==> src/inc/aol_pkg.sv <==
// Purpose: Shared constants of the alarm output line controller
// Assumes: AHB-Lite slave, 32-bit data, one aligned word per register
// Notes:   Offsets are byte addresses; field positions are bit indices
`default_nettype none
package aol_pkg;
  // Register byte offsets
  localparam logic [7:0] ADDR_CMD     = 8'h00;
  localparam logic [7:0] ADDR_CFG     = 8'h04;
  localparam logic [7:0] ADDR_ROUTE   = 8'h08;
  localparam logic [7:0] ADDR_ENABLE  = 8'h0C;
  localparam logic [7:0] ADDR_QSEL    = 8'h10;
  localparam logic [7:0] ADDR_ROUTED  = 8'h14;
  localparam logic [7:0] ADDR_ENABLED = 8'h18;
  localparam logic [7:0] ADDR_STATUS  = 8'h1C;
  localparam int         MAP_TOP_LSB  = 5;     // Address bits above the map must be zero
  // Command register fields (write pulses)
  localparam int CMD_CLR_ONE_BIT  = 0;
  localparam int CMD_CLR_ALL_BIT  = 1;
  localparam int CMD_NEW_SCAN_BIT = 2;
  localparam int CMD_FRST_BIT     = 3;
  localparam int CMD_LINE_LSB     = 4;
  // Configuration write fields
  localparam int CFG_VAL_BIT  = 0;
  localparam int CFG_LINE_LSB = 4;
  localparam int CFG_ALL_BIT  = 6;
  localparam int CFG_SEL_BIT  = 7;             // 0 = behaviour, 1 = polarity
  localparam int CFG_POL_LSB  = 4;             // Read-back position of polarity bits
  // Channel range fields for routing and enable writes
  localparam int RANGE_LO_LSB   = 0;
  localparam int RANGE_HI_LSB   = 8;
  localparam int RANGE_W        = 8;
  localparam int ROUTE_LINE_LSB = 16;
  localparam int EN_VAL_BIT     = 16;
  // Query select fields
  localparam int QSEL_LINE_LSB = 0;
  localparam int QSEL_GRP_LSB  = 8;
  localparam int GRP_CH        = 32;           // Channels per query mask word
  localparam int GRP_SH        = 5;
  // Status read fields
  localparam int STAT_ACT_LSB = 4;
  localparam int STAT_REC_LSB = 16;
  localparam int REC_W        = 16;
  // Line settings
  localparam int         NUM_LINES       = 4;
  localparam logic       MODE_LATCHED    = 1'b0;
  localparam logic       MODE_TRACKING   = 1'b1;
  localparam logic       POL_ACTIVE_LOW  = 1'b0;
  localparam logic       POL_ACTIVE_HIGH = 1'b1;
  localparam logic [1:0] FIRST_ALARM_LINE = 2'h0;
  localparam logic       HRESP_OKAY      = 1'b0;
endpackage
`default_nettype wire

==> src/rtl/aol_alarm_lines.sv <==
// Purpose: Four alarm output lines fed by per-reading limit results
// Assumes: Limit comparison runs on core_clk_i and gives one reading per cycle at most
// Notes:   Zero-wait AHB-Lite slave; pins are registered, one cycle behind the state
//          Limit comparison stays outside; only its per-reading verdict comes in here
//          Bus answer signals come from flops so every output starts at a register
// Function
// - Four lines; clear deasserts one addressed line or all four.
// - Clear is accepted any time and keeps stored alarm records.
// - New scan deasserts all lines and erases alarm records.
// - Factory reset deasserts all lines, keeps the alarm record count.
// - Enable query reports routed channels with checking on, per line.
// - Each line latched or tracking; unindexed write sets all four.
// - Latched line goes active on first alarm until clear or scan.
// - Tracking line active while reading out of limits, drops automatically.
// - Factory reset sets every line to latched behaviour.
// - Polarity per line: active-low drives low, active-high drives high.
// - Unindexed polarity write sets all four lines at once.
// - Factory reset sets every line active-low.
// - Each channel routed to exactly one line; rerouting replaces it.
// - Line alarms when any reading of a routed channel with checking on violates limits.
// - Factory reset routes every channel to the first line.
// - Factory reset and rst_i disable checking; clears and new scan keep the enables.
// - Routing query returns every channel routed to a line.
// - Behaviour and polarity settings can be read back per line.
`timescale 1ns/1ps
`default_nettype none
module aol_alarm_lines
  import aol_pkg::*;
#(
  parameter int NUM_CH = 64
) (
  input  wire logic                      core_clk_i,
  input  wire logic                      rst_i,
  input  wire logic                      hsel_i,
  input  wire logic [31:0]               haddr_i,
  input  wire logic [1:0]                htrans_i,
  input  wire logic                      hwrite_i,
  input  wire logic [2:0]                hsize_i,
  input  wire logic [31:0]               hwdata_i,
  input  wire logic                      hready_i,
  output logic [31:0]                    hrdata_o,
  output logic                           hreadyout_o,
  output logic                           hresp_o,
  input  wire logic                      rd_valid_i,
  input  wire logic [$clog2(NUM_CH)-1:0] rd_chan_i,
  input  wire logic                      rd_out_i,
  output logic [NUM_LINES-1:0]           alarm_o
);
  localparam int CHW = $clog2(NUM_CH);
  localparam int GW  = CHW - GRP_SH;

  // Channel ranges are 8-bit fields and masks come in whole 32-channel groups
  if (NUM_CH < 2 * GRP_CH || NUM_CH > (1 << RANGE_W) || NUM_CH != (1 << CHW)) begin : g_chk
    $error("NUM_CH must be a power of two from 64 to 256");
  end

  // Bus and configuration state
  logic                 wr_pend_ff;
  logic [7:0]           wr_addr_ff;
  logic [31:0]          hrdata_ff;
  logic [NUM_LINES-1:0] mode_ff;
  logic [NUM_LINES-1:0] pol_ff;
  logic [1:0]           route_ff [NUM_CH];
  logic [NUM_CH-1:0]    en_ff;
  logic [NUM_CH-1:0]    out_ff;
  logic [NUM_LINES-1:0] latch_ff;
  logic [NUM_LINES-1:0] alarm_ff;
  logic [REC_W-1:0]     rec_ff;
  logic [1:0]           qline_ff;
  logic [GW-1:0]        qgrp_ff;

  // Range membership, used by routing and enable writes alike
  function automatic logic in_range(input int unsigned c, input logic [31:0] w);
    in_range = (c >= 32'(w[RANGE_LO_LSB +: RANGE_W])) && (c <= 32'(w[RANGE_HI_LSB +: RANGE_W]));
  endfunction

  // Address phase decode
  wire       addr_ok  = hsel_i & htrans_i[1] & hready_i;
  wire       mapped   = (haddr_i[31:MAP_TOP_LSB] == '0) && (haddr_i[1:0] == 2'h0);
  wire [7:0] a_off    = haddr_i[7:0];

  // Data phase write strobes; only whole words are honoured
  wire wr_cmd    = wr_pend_ff & (wr_addr_ff == ADDR_CMD);
  wire wr_cfg    = wr_pend_ff & (wr_addr_ff == ADDR_CFG);
  wire wr_route  = wr_pend_ff & (wr_addr_ff == ADDR_ROUTE);
  wire wr_enable = wr_pend_ff & (wr_addr_ff == ADDR_ENABLE);
  wire wr_qsel   = wr_pend_ff & (wr_addr_ff == ADDR_QSEL);

  // Command pulses
  wire       clr_one  = wr_cmd & hwdata_i[CMD_CLR_ONE_BIT];
  wire       clr_all  = wr_cmd & hwdata_i[CMD_CLR_ALL_BIT];
  wire       new_scan = wr_cmd & hwdata_i[CMD_NEW_SCAN_BIT];
  wire       frst     = wr_cmd & hwdata_i[CMD_FRST_BIT];
  wire [1:0] cmd_line = hwdata_i[CMD_LINE_LSB +: 2];

  // Lines to deassert this cycle; scan start counts as a clear of all
  wire [NUM_LINES-1:0] clr_mask = (clr_one ? (NUM_LINES'(1) << cmd_line) : '0)
                                | ((clr_all | new_scan) ? '1 : '0);

  // Reading qualified by the channel's own checking enable
  wire       rd_en   = rd_valid_i & en_ff[rd_chan_i];
  wire       ev      = rd_en & rd_out_i;
  wire [1:0] ev_ln   = route_ff[rd_chan_i];
  wire [NUM_LINES-1:0] ev_line = ev ? (NUM_LINES'(1) << ev_ln) : '0;

  // Tracking view: any routed channel whose last reading was out of limits
  logic [NUM_LINES-1:0] track_act;
  always_comb begin
    track_act = '0;
    for (int c = 0; c < NUM_CH; c++) begin
      track_act[route_ff[c]] = track_act[route_ff[c]] | out_ff[c];
    end
  end

  // Line state in the selected behaviour, then mapped to the pin level
  wire [NUM_LINES-1:0] act     = (mode_ff & track_act) | (~mode_ff & latch_ff);
  wire [NUM_LINES-1:0] nxt_pin = ~(act ^ pol_ff);

  // Latch: set wins over clear so a coincident alarm is not lost
  wire [NUM_LINES-1:0] nxt_latch = frst ? '0 : ((latch_ff & ~clr_mask) | ev_line);

  // Record count survives clears and factory reset; a new scan restarts it
  wire             rec_sat = (rec_ff == '1);
  wire [REC_W-1:0] nxt_rec = new_scan ? REC_W'(ev)
                           : (rec_sat ? rec_ff : rec_ff + REC_W'(ev));

  // Query masks for the selected line and 32-channel group
  logic [31:0] routed_mask;
  logic [31:0] enabled_mask;
  always_comb begin
    routed_mask  = '0;
    enabled_mask = '0;
    for (int i = 0; i < GRP_CH; i++) begin
      routed_mask[i]  = route_ff[{qgrp_ff, GRP_SH'(i)}] == qline_ff;
      enabled_mask[i] = routed_mask[i] & en_ff[{qgrp_ff, GRP_SH'(i)}];
    end
  end

  // Read mux, sampled at the address phase so data stand in the data phase
  wire [31:0] cfg_rd  = {24'h0, pol_ff, mode_ff};
  wire [31:0] qsel_rd = {16'h0, 8'(qgrp_ff), 6'h0, qline_ff};
  wire [31:0] stat_rd = {rec_ff, 8'h0, act, alarm_ff};
  wire [31:0] nxt_rdata = !mapped                  ? 32'h0
                        : (a_off == ADDR_CFG)      ? cfg_rd
                        : (a_off == ADDR_QSEL)     ? qsel_rd
                        : (a_off == ADDR_ROUTED)   ? routed_mask
                        : (a_off == ADDR_ENABLED)  ? enabled_mask
                        : (a_off == ADDR_STATUS)   ? stat_rd
                        : 32'h0;

  // Bus phase tracking; writes to unmapped space are dropped silently
  always_ff @(posedge core_clk_i) begin
    if (rst_i) begin
      wr_pend_ff <= 1'b0;
      wr_addr_ff <= 8'h00;
      hrdata_ff  <= 32'h0;
    end else begin
      wr_pend_ff <= addr_ok & hwrite_i & mapped & (hsize_i == 3'h2);
      wr_addr_ff <= a_off;
      hrdata_ff  <= (addr_ok & ~hwrite_i) ? nxt_rdata : hrdata_ff;
    end
  end

  // Per-line behaviour and polarity, indexed or all lines at once
  wire [1:0]           cfg_line = hwdata_i[CFG_LINE_LSB +: 2];
  wire [NUM_LINES-1:0] cfg_sel  = hwdata_i[CFG_ALL_BIT] ? '1 : (NUM_LINES'(1) << cfg_line);
  wire [NUM_LINES-1:0] cfg_val  = hwdata_i[CFG_VAL_BIT] ? '1 : '0;
  wire [NUM_LINES-1:0] nxt_mode = (wr_cfg & ~hwdata_i[CFG_SEL_BIT])
                                ? ((mode_ff & ~cfg_sel) | (cfg_val & cfg_sel)) : mode_ff;
  wire [NUM_LINES-1:0] nxt_pol  = (wr_cfg & hwdata_i[CFG_SEL_BIT])
                                ? ((pol_ff & ~cfg_sel) | (cfg_val & cfg_sel)) : pol_ff;
  always_ff @(posedge core_clk_i) begin
    if (rst_i || frst) begin
      mode_ff <= {NUM_LINES{MODE_LATCHED}};
      pol_ff  <= {NUM_LINES{POL_ACTIVE_LOW}};
    end else begin
      mode_ff <= nxt_mode;
      pol_ff  <= nxt_pol;
    end
  end

  // Routing: one 2-bit line index per channel, so a new route replaces the old
  always_ff @(posedge core_clk_i) begin
    for (int c = 0; c < NUM_CH; c++) begin
      if (rst_i || frst) begin
        route_ff[c] <= FIRST_ALARM_LINE;
      end else if (wr_route && in_range(c, hwdata_i)) begin
        route_ff[c] <= hwdata_i[ROUTE_LINE_LSB +: 2];
      end
    end
  end

  // Checking enables and per-channel out-of-limit state
  always_ff @(posedge core_clk_i) begin
    for (int c = 0; c < NUM_CH; c++) begin
      if (rst_i || frst) begin
        en_ff[c]  <= 1'b0;
        out_ff[c] <= 1'b0;
      end else begin
        if (wr_enable && in_range(c, hwdata_i)) begin
          en_ff[c] <= hwdata_i[EN_VAL_BIT];
        end
        if (rd_en && (rd_chan_i == CHW'(c))) begin
          out_ff[c] <= rd_out_i;
        end else if (clr_mask[route_ff[c]] || (wr_enable && in_range(c, hwdata_i))) begin
          out_ff[c] <= 1'b0;
        end
      end
    end
  end

  // Line latches, record count, query select and output pins
  always_ff @(posedge core_clk_i) begin
    if (rst_i) begin
      latch_ff <= '0;
      rec_ff   <= '0;
      qline_ff <= 2'h0;
      qgrp_ff  <= '0;
      alarm_ff <= '1;                              // Idle level of active-low lines
    end else begin
      latch_ff <= nxt_latch;
      rec_ff   <= nxt_rec;
      qline_ff <= wr_qsel ? hwdata_i[QSEL_LINE_LSB +: 2] : qline_ff;
      qgrp_ff  <= wr_qsel ? hwdata_i[QSEL_GRP_LSB +: GW] : qgrp_ff;
      alarm_ff <= nxt_pin;
    end
  end

  assign hrdata_o    = hrdata_ff;
  assign alarm_o     = alarm_ff;
  // Bus answer flops; the slave never stretches a phase or signals an error,
  // so software may clear a line at any moment, even while a scan runs
  logic hready_ff;
  logic hresp_ff;
  always_ff @(posedge core_clk_i) begin
    if (rst_i) begin
      hready_ff <= 1'b1;
      hresp_ff  <= HRESP_OKAY;
    end else begin
      hready_ff <= 1'b1;                           // Every access completes without wait
      hresp_ff  <= HRESP_OKAY;
    end
  end

  assign hreadyout_o = hready_ff;
  assign hresp_o     = hresp_ff;

  // Checks on the line behaviour
  latch_set_a: assert property (@(posedge core_clk_i) disable iff (rst_i)
    (ev && !frst) |=> ((latch_ff & $past(ev_line)) == $past(ev_line)))
    else $error("latched line missed an alarm");
  clear_all_a: assert property (@(posedge core_clk_i) disable iff (rst_i)
    (clr_all && !ev) |=> (latch_ff == '0))
    else $error("clear all left a line latched");
  new_scan_a: assert property (@(posedge core_clk_i) disable iff (rst_i)
    (new_scan && !ev && !frst) |=> (rec_ff == '0) && (out_ff == '0) && (latch_ff == '0))
    else $error("new scan did not erase alarm state");
  clear_keep_a: assert property (@(posedge core_clk_i) disable iff (rst_i)
    ((clr_one || clr_all || frst) && !new_scan) |=> (rec_ff >= $past(rec_ff)))
    else $error("clear or factory reset lost alarm records");
  frst_cfg_a: assert property (@(posedge core_clk_i) disable iff (rst_i)
    frst |=> (mode_ff == '0) && (pol_ff == '0) && (en_ff == '0) && (latch_ff == '0))
    else $error("factory reset left settings");
  frst_route_a: assert property (@(posedge core_clk_i) disable iff (rst_i)
    frst |=> (route_ff[0] == FIRST_ALARM_LINE) && (route_ff[NUM_CH-1] == FIRST_ALARM_LINE))
    else $error("factory reset did not route to first line");
  track_drop_a: assert property (@(posedge core_clk_i) disable iff (rst_i)
    (rd_en && !rd_out_i && !frst) |=> !out_ff[$past(rd_chan_i)])
    else $error("in-limit reading left channel out");
  pin_level_a: assert property (@(posedge core_clk_i) disable iff (rst_i)
    (ev && !frst && !wr_cfg && (mode_ff[ev_ln] == MODE_LATCHED)) |=> ##1
      (((alarm_o ^ $past(pol_ff)) & $past(ev_line, 2)) == '0))
    else $error("alarm pin not at active level");

  // A single clear drops the addressed latch
  clear_one_a: assert property (@(posedge core_clk_i) disable iff (rst_i)
    (clr_one && !ev && !frst) |=> ((latch_ff & $past(NUM_LINES'(1) << cmd_line)) == '0))
    else $error("clear one left its line latched");

  // Factory reset keeps the record count when no event coincides
  frst_keep_a: assert property (@(posedge core_clk_i) disable iff (rst_i)
    (frst && !ev) |=> (rec_ff == $past(rec_ff)))
    else $error("factory reset changed the record count");

  // Factory reset brings every pin to the idle level of an active-low line
  frst_pin_a: assert property (@(posedge core_clk_i) disable iff (rst_i)
    frst |=> ##1 (alarm_o == '1))
    else $error("factory reset left a pin active");

  // Factory reset wins over a reading in the same cycle
  frst_win_a: assert property (@(posedge core_clk_i) disable iff (rst_i)
    frst |=> (out_ff == '0))
    else $error("factory reset kept out-of-limit state");

  // Enables change only by an enable write or a factory reset
  en_keep_a: assert property (@(posedge core_clk_i) disable iff (rst_i)
    (!wr_enable && !frst) |=> (en_ff == $past(en_ff)))
    else $error("checking enable changed without a write");

  // Enable write reaches the lowest channel when it lies in the range
  en_write_a: assert property (@(posedge core_clk_i) disable iff (rst_i)
    (wr_enable && !frst && in_range(0, hwdata_i)) |=> (en_ff[0] == $past(hwdata_i[EN_VAL_BIT])))
    else $error("enable write missed a channel");

  // A new route replaces the old line of the channel
  route_move_a: assert property (@(posedge core_clk_i) disable iff (rst_i)
    (wr_route && !frst && in_range(0, hwdata_i))
      |=> (route_ff[0] == $past(hwdata_i[ROUTE_LINE_LSB +: 2])))
    else $error("route write did not replace the line");

  // Unindexed behaviour write sets all four lines
  mode_all_a: assert property (@(posedge core_clk_i) disable iff (rst_i)
    (wr_cfg && !frst && !hwdata_i[CFG_SEL_BIT] && hwdata_i[CFG_ALL_BIT])
      |=> (mode_ff == {NUM_LINES{$past(hwdata_i[CFG_VAL_BIT])}}))
    else $error("behaviour write missed a line");

  // Indexed behaviour write sets the addressed line
  mode_one_a: assert property (@(posedge core_clk_i) disable iff (rst_i)
    (wr_cfg && !frst && !hwdata_i[CFG_SEL_BIT] && !hwdata_i[CFG_ALL_BIT])
      |=> (mode_ff[$past(cfg_line)] == $past(hwdata_i[CFG_VAL_BIT])))
    else $error("behaviour write missed its line");

  // Unindexed polarity write sets all four lines at once
  pol_all_a: assert property (@(posedge core_clk_i) disable iff (rst_i)
    (wr_cfg && !frst && hwdata_i[CFG_SEL_BIT] && hwdata_i[CFG_ALL_BIT])
      |=> (pol_ff == {NUM_LINES{$past(hwdata_i[CFG_VAL_BIT])}}))
    else $error("polarity write missed a line");

  // Indexed polarity write sets the addressed line
  pol_one_a: assert property (@(posedge core_clk_i) disable iff (rst_i)
    (wr_cfg && !frst && hwdata_i[CFG_SEL_BIT] && !hwdata_i[CFG_ALL_BIT])
      |=> (pol_ff[$past(cfg_line)] == $past(hwdata_i[CFG_VAL_BIT])))
    else $error("polarity write missed its line");

  // An out-of-limit reading marks its channel
  track_set_a: assert property (@(posedge core_clk_i) disable iff (rst_i)
    (rd_en && rd_out_i && !frst) |=> out_ff[$past(rd_chan_i)])
    else $error("out-of-limit reading not recorded");

  // A new scan with a coincident event restarts the count at one
  scan_rec_a: assert property (@(posedge core_clk_i) disable iff (rst_i)
    (new_scan && ev) |=> (rec_ff == REC_W'(1)))
    else $error("new scan lost a coincident record");

  // Query select follows the last write
  qsel_hold_a: assert property (@(posedge core_clk_i) disable iff (rst_i)
    wr_qsel |=> (qline_ff == $past(hwdata_i[QSEL_LINE_LSB +: 2])))
    else $error("query line select not stored");

  // Query group follows the last write
  qgrp_hold_a: assert property (@(posedge core_clk_i) disable iff (rst_i)
    wr_qsel |=> (qgrp_ff == $past(hwdata_i[QSEL_GRP_LSB +: GW])))
    else $error("query group select not stored");

  // The bus is always ready and always answers OKAY
  ready_okay_a: assert property (@(posedge core_clk_i) disable iff (rst_i)
    hreadyout_o && (hresp_o == HRESP_OKAY))
    else $error("bus answer not ready or not OKAY");
endmodule
`default_nettype wire

==> config.mk <==
export PLATFORM = sky130hd
export DESIGN_NAME = aol_alarm_lines
export DESIGN_NICKNAME = d
export VERILOG_FILES = /design/src/inc/aol_pkg.sv /design/src/rtl/aol_alarm_lines.sv
export SDC_FILE = /design/constraint.sdc
export NUM_CORES = 2
export LEC_CHECK = 0
export ABC_AREA = 1
export BUFFER_PORTS_ARGS = -buffer_cell sky130_fd_sc_hd__buf_2
export CAP_MARGIN = 0
export CORE_MARGIN = 4
export CORE_UTILIZATION = 45
export CTS_CLUSTER_DIAMETER = 150
export DETAILED_ROUTE_END_ITERATION = 8
export SLEW_MARGIN = 25
export SYNTH_ARGS = -nofsm -noshare
export SYNTH_HDL_FRONTEND = slang
export SYNTH_SLANG_ARGS = --single-unit
==> constraint.sdc <==
create_clock -name core_clk_i -period 42.8 [get_ports core_clk_i]
set_clock_uncertainty 0.1 [all_clocks]
set_input_delay 4.28 -clock core_clk_i [delete_from_list [all_inputs] [get_ports core_clk_i]]
set_output_delay 4.28 -clock core_clk_i [all_outputs]
set_load 0.02 [all_outputs]
=== After elaboration in Yosys (flattened, before gate mapping) ===
Memory sizes are Yosys's and may differ from the RTL's. A register that Yosys moved wholly into a read port is not among the register bits.
Index checks and enable logic that the tools add are counted.

* Add/sub/neg operators: 1
* Magnitude comparators: 288
* Eq/ne operators: 107
* Shift-type cells: 2
* Muxes and demuxes: 976
* Bitwise gates (word level): 199
* Reduce and logical (&&, ||, !) cells: 455

{| class="wikitable"
|+ Operators with widths
! cell !! number
|-
| $mux 1 || 581
|-
| $mux 6 || 64
|-
| $logic_and 1x1->1 || 320
|-
| $bmux 1 s2 || 128
|-
| $ge 6x8->1 const A || 32
|-
| $le 6x8->1 const A || 32
|-
| $bwmux 4 || 63
|-
| $lt 6x7->1 const B || 33
|-
| $eq 6x6->1 const B || 32
|-
| $lt 2x3->1 const B || 64
|-
| $mux 32 || 6
|-
| $or 1x1->1 || 129
|-
| $demux 1 s2 || 64
|-
| $ge 2x1->1 const B || 64
|-
| $ge 5x8->1 const A || 16
|-
| $le 5x8->1 const A || 16
|-
| $mux 2 || 64
|-
| $reduce_bool 2->1 || 64
|-
| $eq 6x5->1 const B || 16
|-
| $logic_or 1x1->1 || 65
|-
| $eq 2x2->1 || 32
|-
| $ge 4x8->1 const A || 8
|-
| $le 4x8->1 const A || 8
|-
| $and 1x1->1 || 51
|-
| other kinds (30) || 76
|}

* Register bits: 204
* Memory bits (writable): 128
* Bits of input ports: 82
* Output and inout port bits: 38
* Word-level logic and storage cells: 2168
* Memories kept: 1

{| class="wikitable"
|+ Memory list
! memory !! depth !! width !! read ports !! clocked after Yosys merged registers in !! write ports !! RTL line !! RTL
|-
| route_ff || 64 || 2 || 97 || 32 || 64 || aol_alarm_lines.sv:63 || <nowiki>logic [1:0] route_ff [NUM_CH];</nowiki>
|}

=== Longest topological paths before layout ===
An unclocked memory read counts as a cell.

* Depth in word-level cells: 266
* Depth in mapped cells: 260
* Depth with buffers taken out: 260

=== Worst setup path after synthesis ===
No wires, ideal clock.

* Kind: register to register
* Start point: memory route_ff[1][0]
* End point: register hrdata_ff[6], in the netlist hrdata_o[6]
* Setup time: 132 ps
* Arrival: 21297 ps
* Data required time: 42568 ps
* Slack: 21271 ps
* Stages on the path, launching flop included: 260
* Path buffers: 0
* Period minus slack after synthesis: 21529 ps
* Path through: edfxtp_1 nand2_1 inv_1 nand2_1 nand2_1 nor2_1 nand3_1 nand2_1 nor2_1 nor2_2 nand3_1 nand3_1 nand2_1 nor2_2 nand3_1 nand3_1 nand2_1 nor2_2 [224 not listed] nand2_1 nand3_1 nand2_1 nor2_2 nand3_1 nand3_1 nand4_1 nand2_1 a21oi_1 or2_1 inv_1 nand2_2 nand3_1 nand2_1 nand2_1 nand2_1 nand2_1 a21oi_1

{| class="wikitable"
|+ RTL lines
! what !! RTL line !! RTL
|-
| start: declaration || aol_alarm_lines.sv:63 ||
|-
| end signal: assignment || aol_alarm_lines.sv:160 || <nowiki>hrdata_ff <= (addr_ok & ~hwrite_i) ? nxt_rdata : hrdata_ff;</nowiki>
|-
| end: declaration || aol_alarm_lines.sv:60 || <nowiki>logic [31:0] hrdata_ff;</nowiki>
|}

==> impl_metrics.ini <==
[outcome]
status = finished clean

[logic_synthesis]
synth.distinct_cells = 56
synth_nets = 4696
yosys.area.top_type = dfxtp_1
synth_commonest_cells = 1093 x nand2_1, 710 x inv_1, 553 x nor2_1
synthTopCellsByArea = dfxtp_1 15%, nand2_1 15%, edfxtp_1 14%
synthCells = 4612
yosys_warnings = 0
ys_ff_latch = 333
postSynthAreaPerCell_sq_um = 5.95
seq_area_frac_synth_pct = 28.9
synth_most_common_cell = nand2_1
ys.flop_type = dfxtp_1
synth_edf_count = 128
ys_async_sr_fraction_pct = 0
synth_area_sq_mm = 0.0275
netlist.area_leader.share_pct = 14.9

[pwr]
switchingPower_mw = 0.265
power.internal_mw = 0.594
peakVddDrop_mv = 0.0244
p_seq_share_pct = 39.2
power.density_mw_per_mm2 = 28.4
p_total_mw = 0.859
clockPowerShare_pct = 44.9
p_leak_nw = 13.4
comb_power_share_pct = 15.8
power.share.switching_pct = 30.9

[floorplanning]
core_area_sq_mm = 0.0604
start_util_pct = 45.5
row_count = 90
fp.dieW_microns = 255
die_h_microns = 255
dieArea_sq_mm = 0.0650
io_pins = 120

[critical_path]
critPathSlowestCell = edfxtp_1
r2r-start = route_ff[0][0]$_SDFFCE_PN0P_
arrival_ns = 27.56
cp_data_required_time_ns = 43.15
cp-start-kind = flop
worstSetupEndpointType = flop
cp.depth = 260
rrSetupSlack_ns = 15.59
crit_buf_inv = 0
critPathCapture = hrdata_o[7]$_SDFFE_PP0P_
cp_max_fo = 6
crit_type = flop to flop
r2r_cells = 260
regToRegEndpoint = hrdata_o[7]$_SDFFE_PP0P_
cp_top_family = simple AND/OR/NAND/NOR gates
cp_common_cell = nand3_1
cp-startpoint = route_ff[0][0]$_SDFFCE_PN0P_
worst_path_largest_cell_delay_ns = 0.47

[flow_run]
drv_cap = 0

[global_route]
use_met1_pct = 48.6
grt_max_degree = 101
grt_pass1_vias = 29462
use_met2_pct = 57.9
track_usage_pct = 38.2
grt-busiest-layer = met2
gr-usage-met3_pct = 9.14
grt-ovfl-total = 0
grt_pass1_wl_microns = 185000
antenna_found_initial = 7

[placed_design]
gp_congestion = 1.06
numPortBuffers = 102
place_area_sq_mm = 0.0287
dp_hpwl_microns = 92000
dp.cells = 5363

[cts]
clkSlewWorstSetupHoldPaths_ns = 0.06
cts_tree = built
cts_buffer_depth = 3
clock_tree.root_cell = clkbuf_16
htree_levels = 2
cts_sinks = 333
cts_buffers = 43
clk_latency_ns = 0.61
holdBufCountCts = 0
cts_setup_buffers = 0
cts_resized = 0

[finish]
drive_above_1_share_pct = 7.40
fin_area_sq_mm = 0.0302
syn_to_final_growth_pct = 9.99
final_nets = 4712
final_cells = 5449

[timing]
tightest_slew_ns = 1.23
period_needed_ns = 27.21
rsz0062_at_grt = no
slew_headroom_pct = 17.6
slew_viol_final = 0
setup_viol_count_final = 0
min_period_over_period_pct = 63.6
hold_viol_final = 0
fmax_mhz = 36.8
tns_ns = 0

[routing]
route.detailed.drc = 0
drt_pass1_iterations = 7
vias = 32120
drt_first_iter_violations = 4046
drt-total-wl_microns = 128000
via_per_inst = 5.89
final_antenna_net_count = 0
wl_per_cell_microns = 23.5

[worst_hold_path]
holdCritStartpoint = hrdata_o[3]$_SDFFE_PP0P_
hold_path_class = flop to flop
worstHoldPathCells = 2
## worst min-delay path: stages (launching register included)
cell,delay (ns)
dfxtp_1,0.30
nand2_1,0.06
a21oi_1,0.05
## per-stage QoR
step	hold slack (ns)	utilization [%]	setup WS, ns
after global placement	0.352	47.5	16.33
after floorplan	0.337	-	21.27
after CTS	0.363	50.0	16.11
after detailed placement	0.354	47.5	16.16
after global routing	0.380	50.0	11.91
final	0.362	50.0	15.59
## power groups by stage
stage | clock [mW] | combinational [mW] | sequential, mW
6_report | 0.386 | 0.136 | 0.337
5_1_grt | 0.399 | 0.147 | 0.337
4_1_cts | 0.387 | 0.131 | 0.337
3_5_place_dp | 0 | 0.130 | 0.344
3_3_place_gp | 0 | 0.130 | 0.344
2_1_floorplan | 0 | 0.0862 | 0.342
## cells by family (layout without fill, tap and decap cells)
| group | Yosys count | after routing | synth area share (%) |
|---|---|---|---|
| xor gates and xnor gates | 65 | 65 | 2.07 |
| buffers and inverters | 915 | 966 | 12.5 |
| other | 2 | 6 | 0.0274 |
| muxes | 1 | 1 | 0.0365 |
| and+or+nand+nor | 2350 | 2350 | 35.9 |
| DFF | 333 | 333 | 28.9 |
| adders and majority gates | 2 | 2 | 0.0911 |
| AOI/OAI and AO/OA | 944 | 944 | 20.3 |
## layout make-up
cell class	instances	area, sq um
antenna	4	10.0
clock buffer	65	1330
clock inverter	15	150
fill	6591	30200
inverter	736	2780
multi-input combinational	3364	16100
sequential	333	7950
tap	782	978
timing repair buffer	150	881
## sequential cells by signal (all words and copies together), names as in the netlist, named ones only
name / count
en_ff: 64
route_ff: 128
alarm_o: 4
hrdata_o: 32
qgrp_ff: 1
rec_ff: 16
latch_ff: 4
out_ff: 64
wr_pend_ff: 1
wr_addr_ff: 8
qline_ff: 2
## layout by cell type, fill, tap and decap left out, types with 6 or more instances in the layout
master     instances
a221oi_1          19
o211ai_1           9
a2111oi_0         32
a21oi_1          217
inv_1            707
o22ai_1          104
xor2_1            64
a211oi_1          54
nor2_1           550
clkbuf_1           8
nand4_1           19
o2111ai_1         26
dfxtp_1          202
clkbuf_16         46
o21ai_1           13
nor4_1            10
nand3_1          465
inv_2             22
nor2_2            63
o221ai_1          24
clkinv_1           6
o21ai_0          383
buf_2            102
or2_2             21
clkbuf_8          11
nand2_1         1088
nor3_1           112
a22oi_1           25
buf_4             45
edfxtp_1         128
## how the worst min path moves through the flow
stage,end,slack (ns)
after floorplan,en_ff[49]$_SDFFE_PN0P_,0.34
after global placement,hrdata_o[1]$_SDFFE_PP0P_,0.35
after detailed placement,hrdata_o[3]$_SDFFE_PP0P_,0.35
after CTS,hrdata_o[3]$_SDFFE_PP0P_,0.36
after global routing,hrdata_o[1]$_SDFFE_PP0P_,0.38
final,hrdata_o[3]$_SDFFE_PP0P_,0.36
## per-layer routing
metal  up-vias  share of wire, %  wire (microns)
met5         -             0.014              18
met4         2               8.2           10600
met3       428                11           14200
met2      1804                42           53400
met1     14588                39           50100
li1      15298                 -               -
Power figures use the tool's default switching activity.
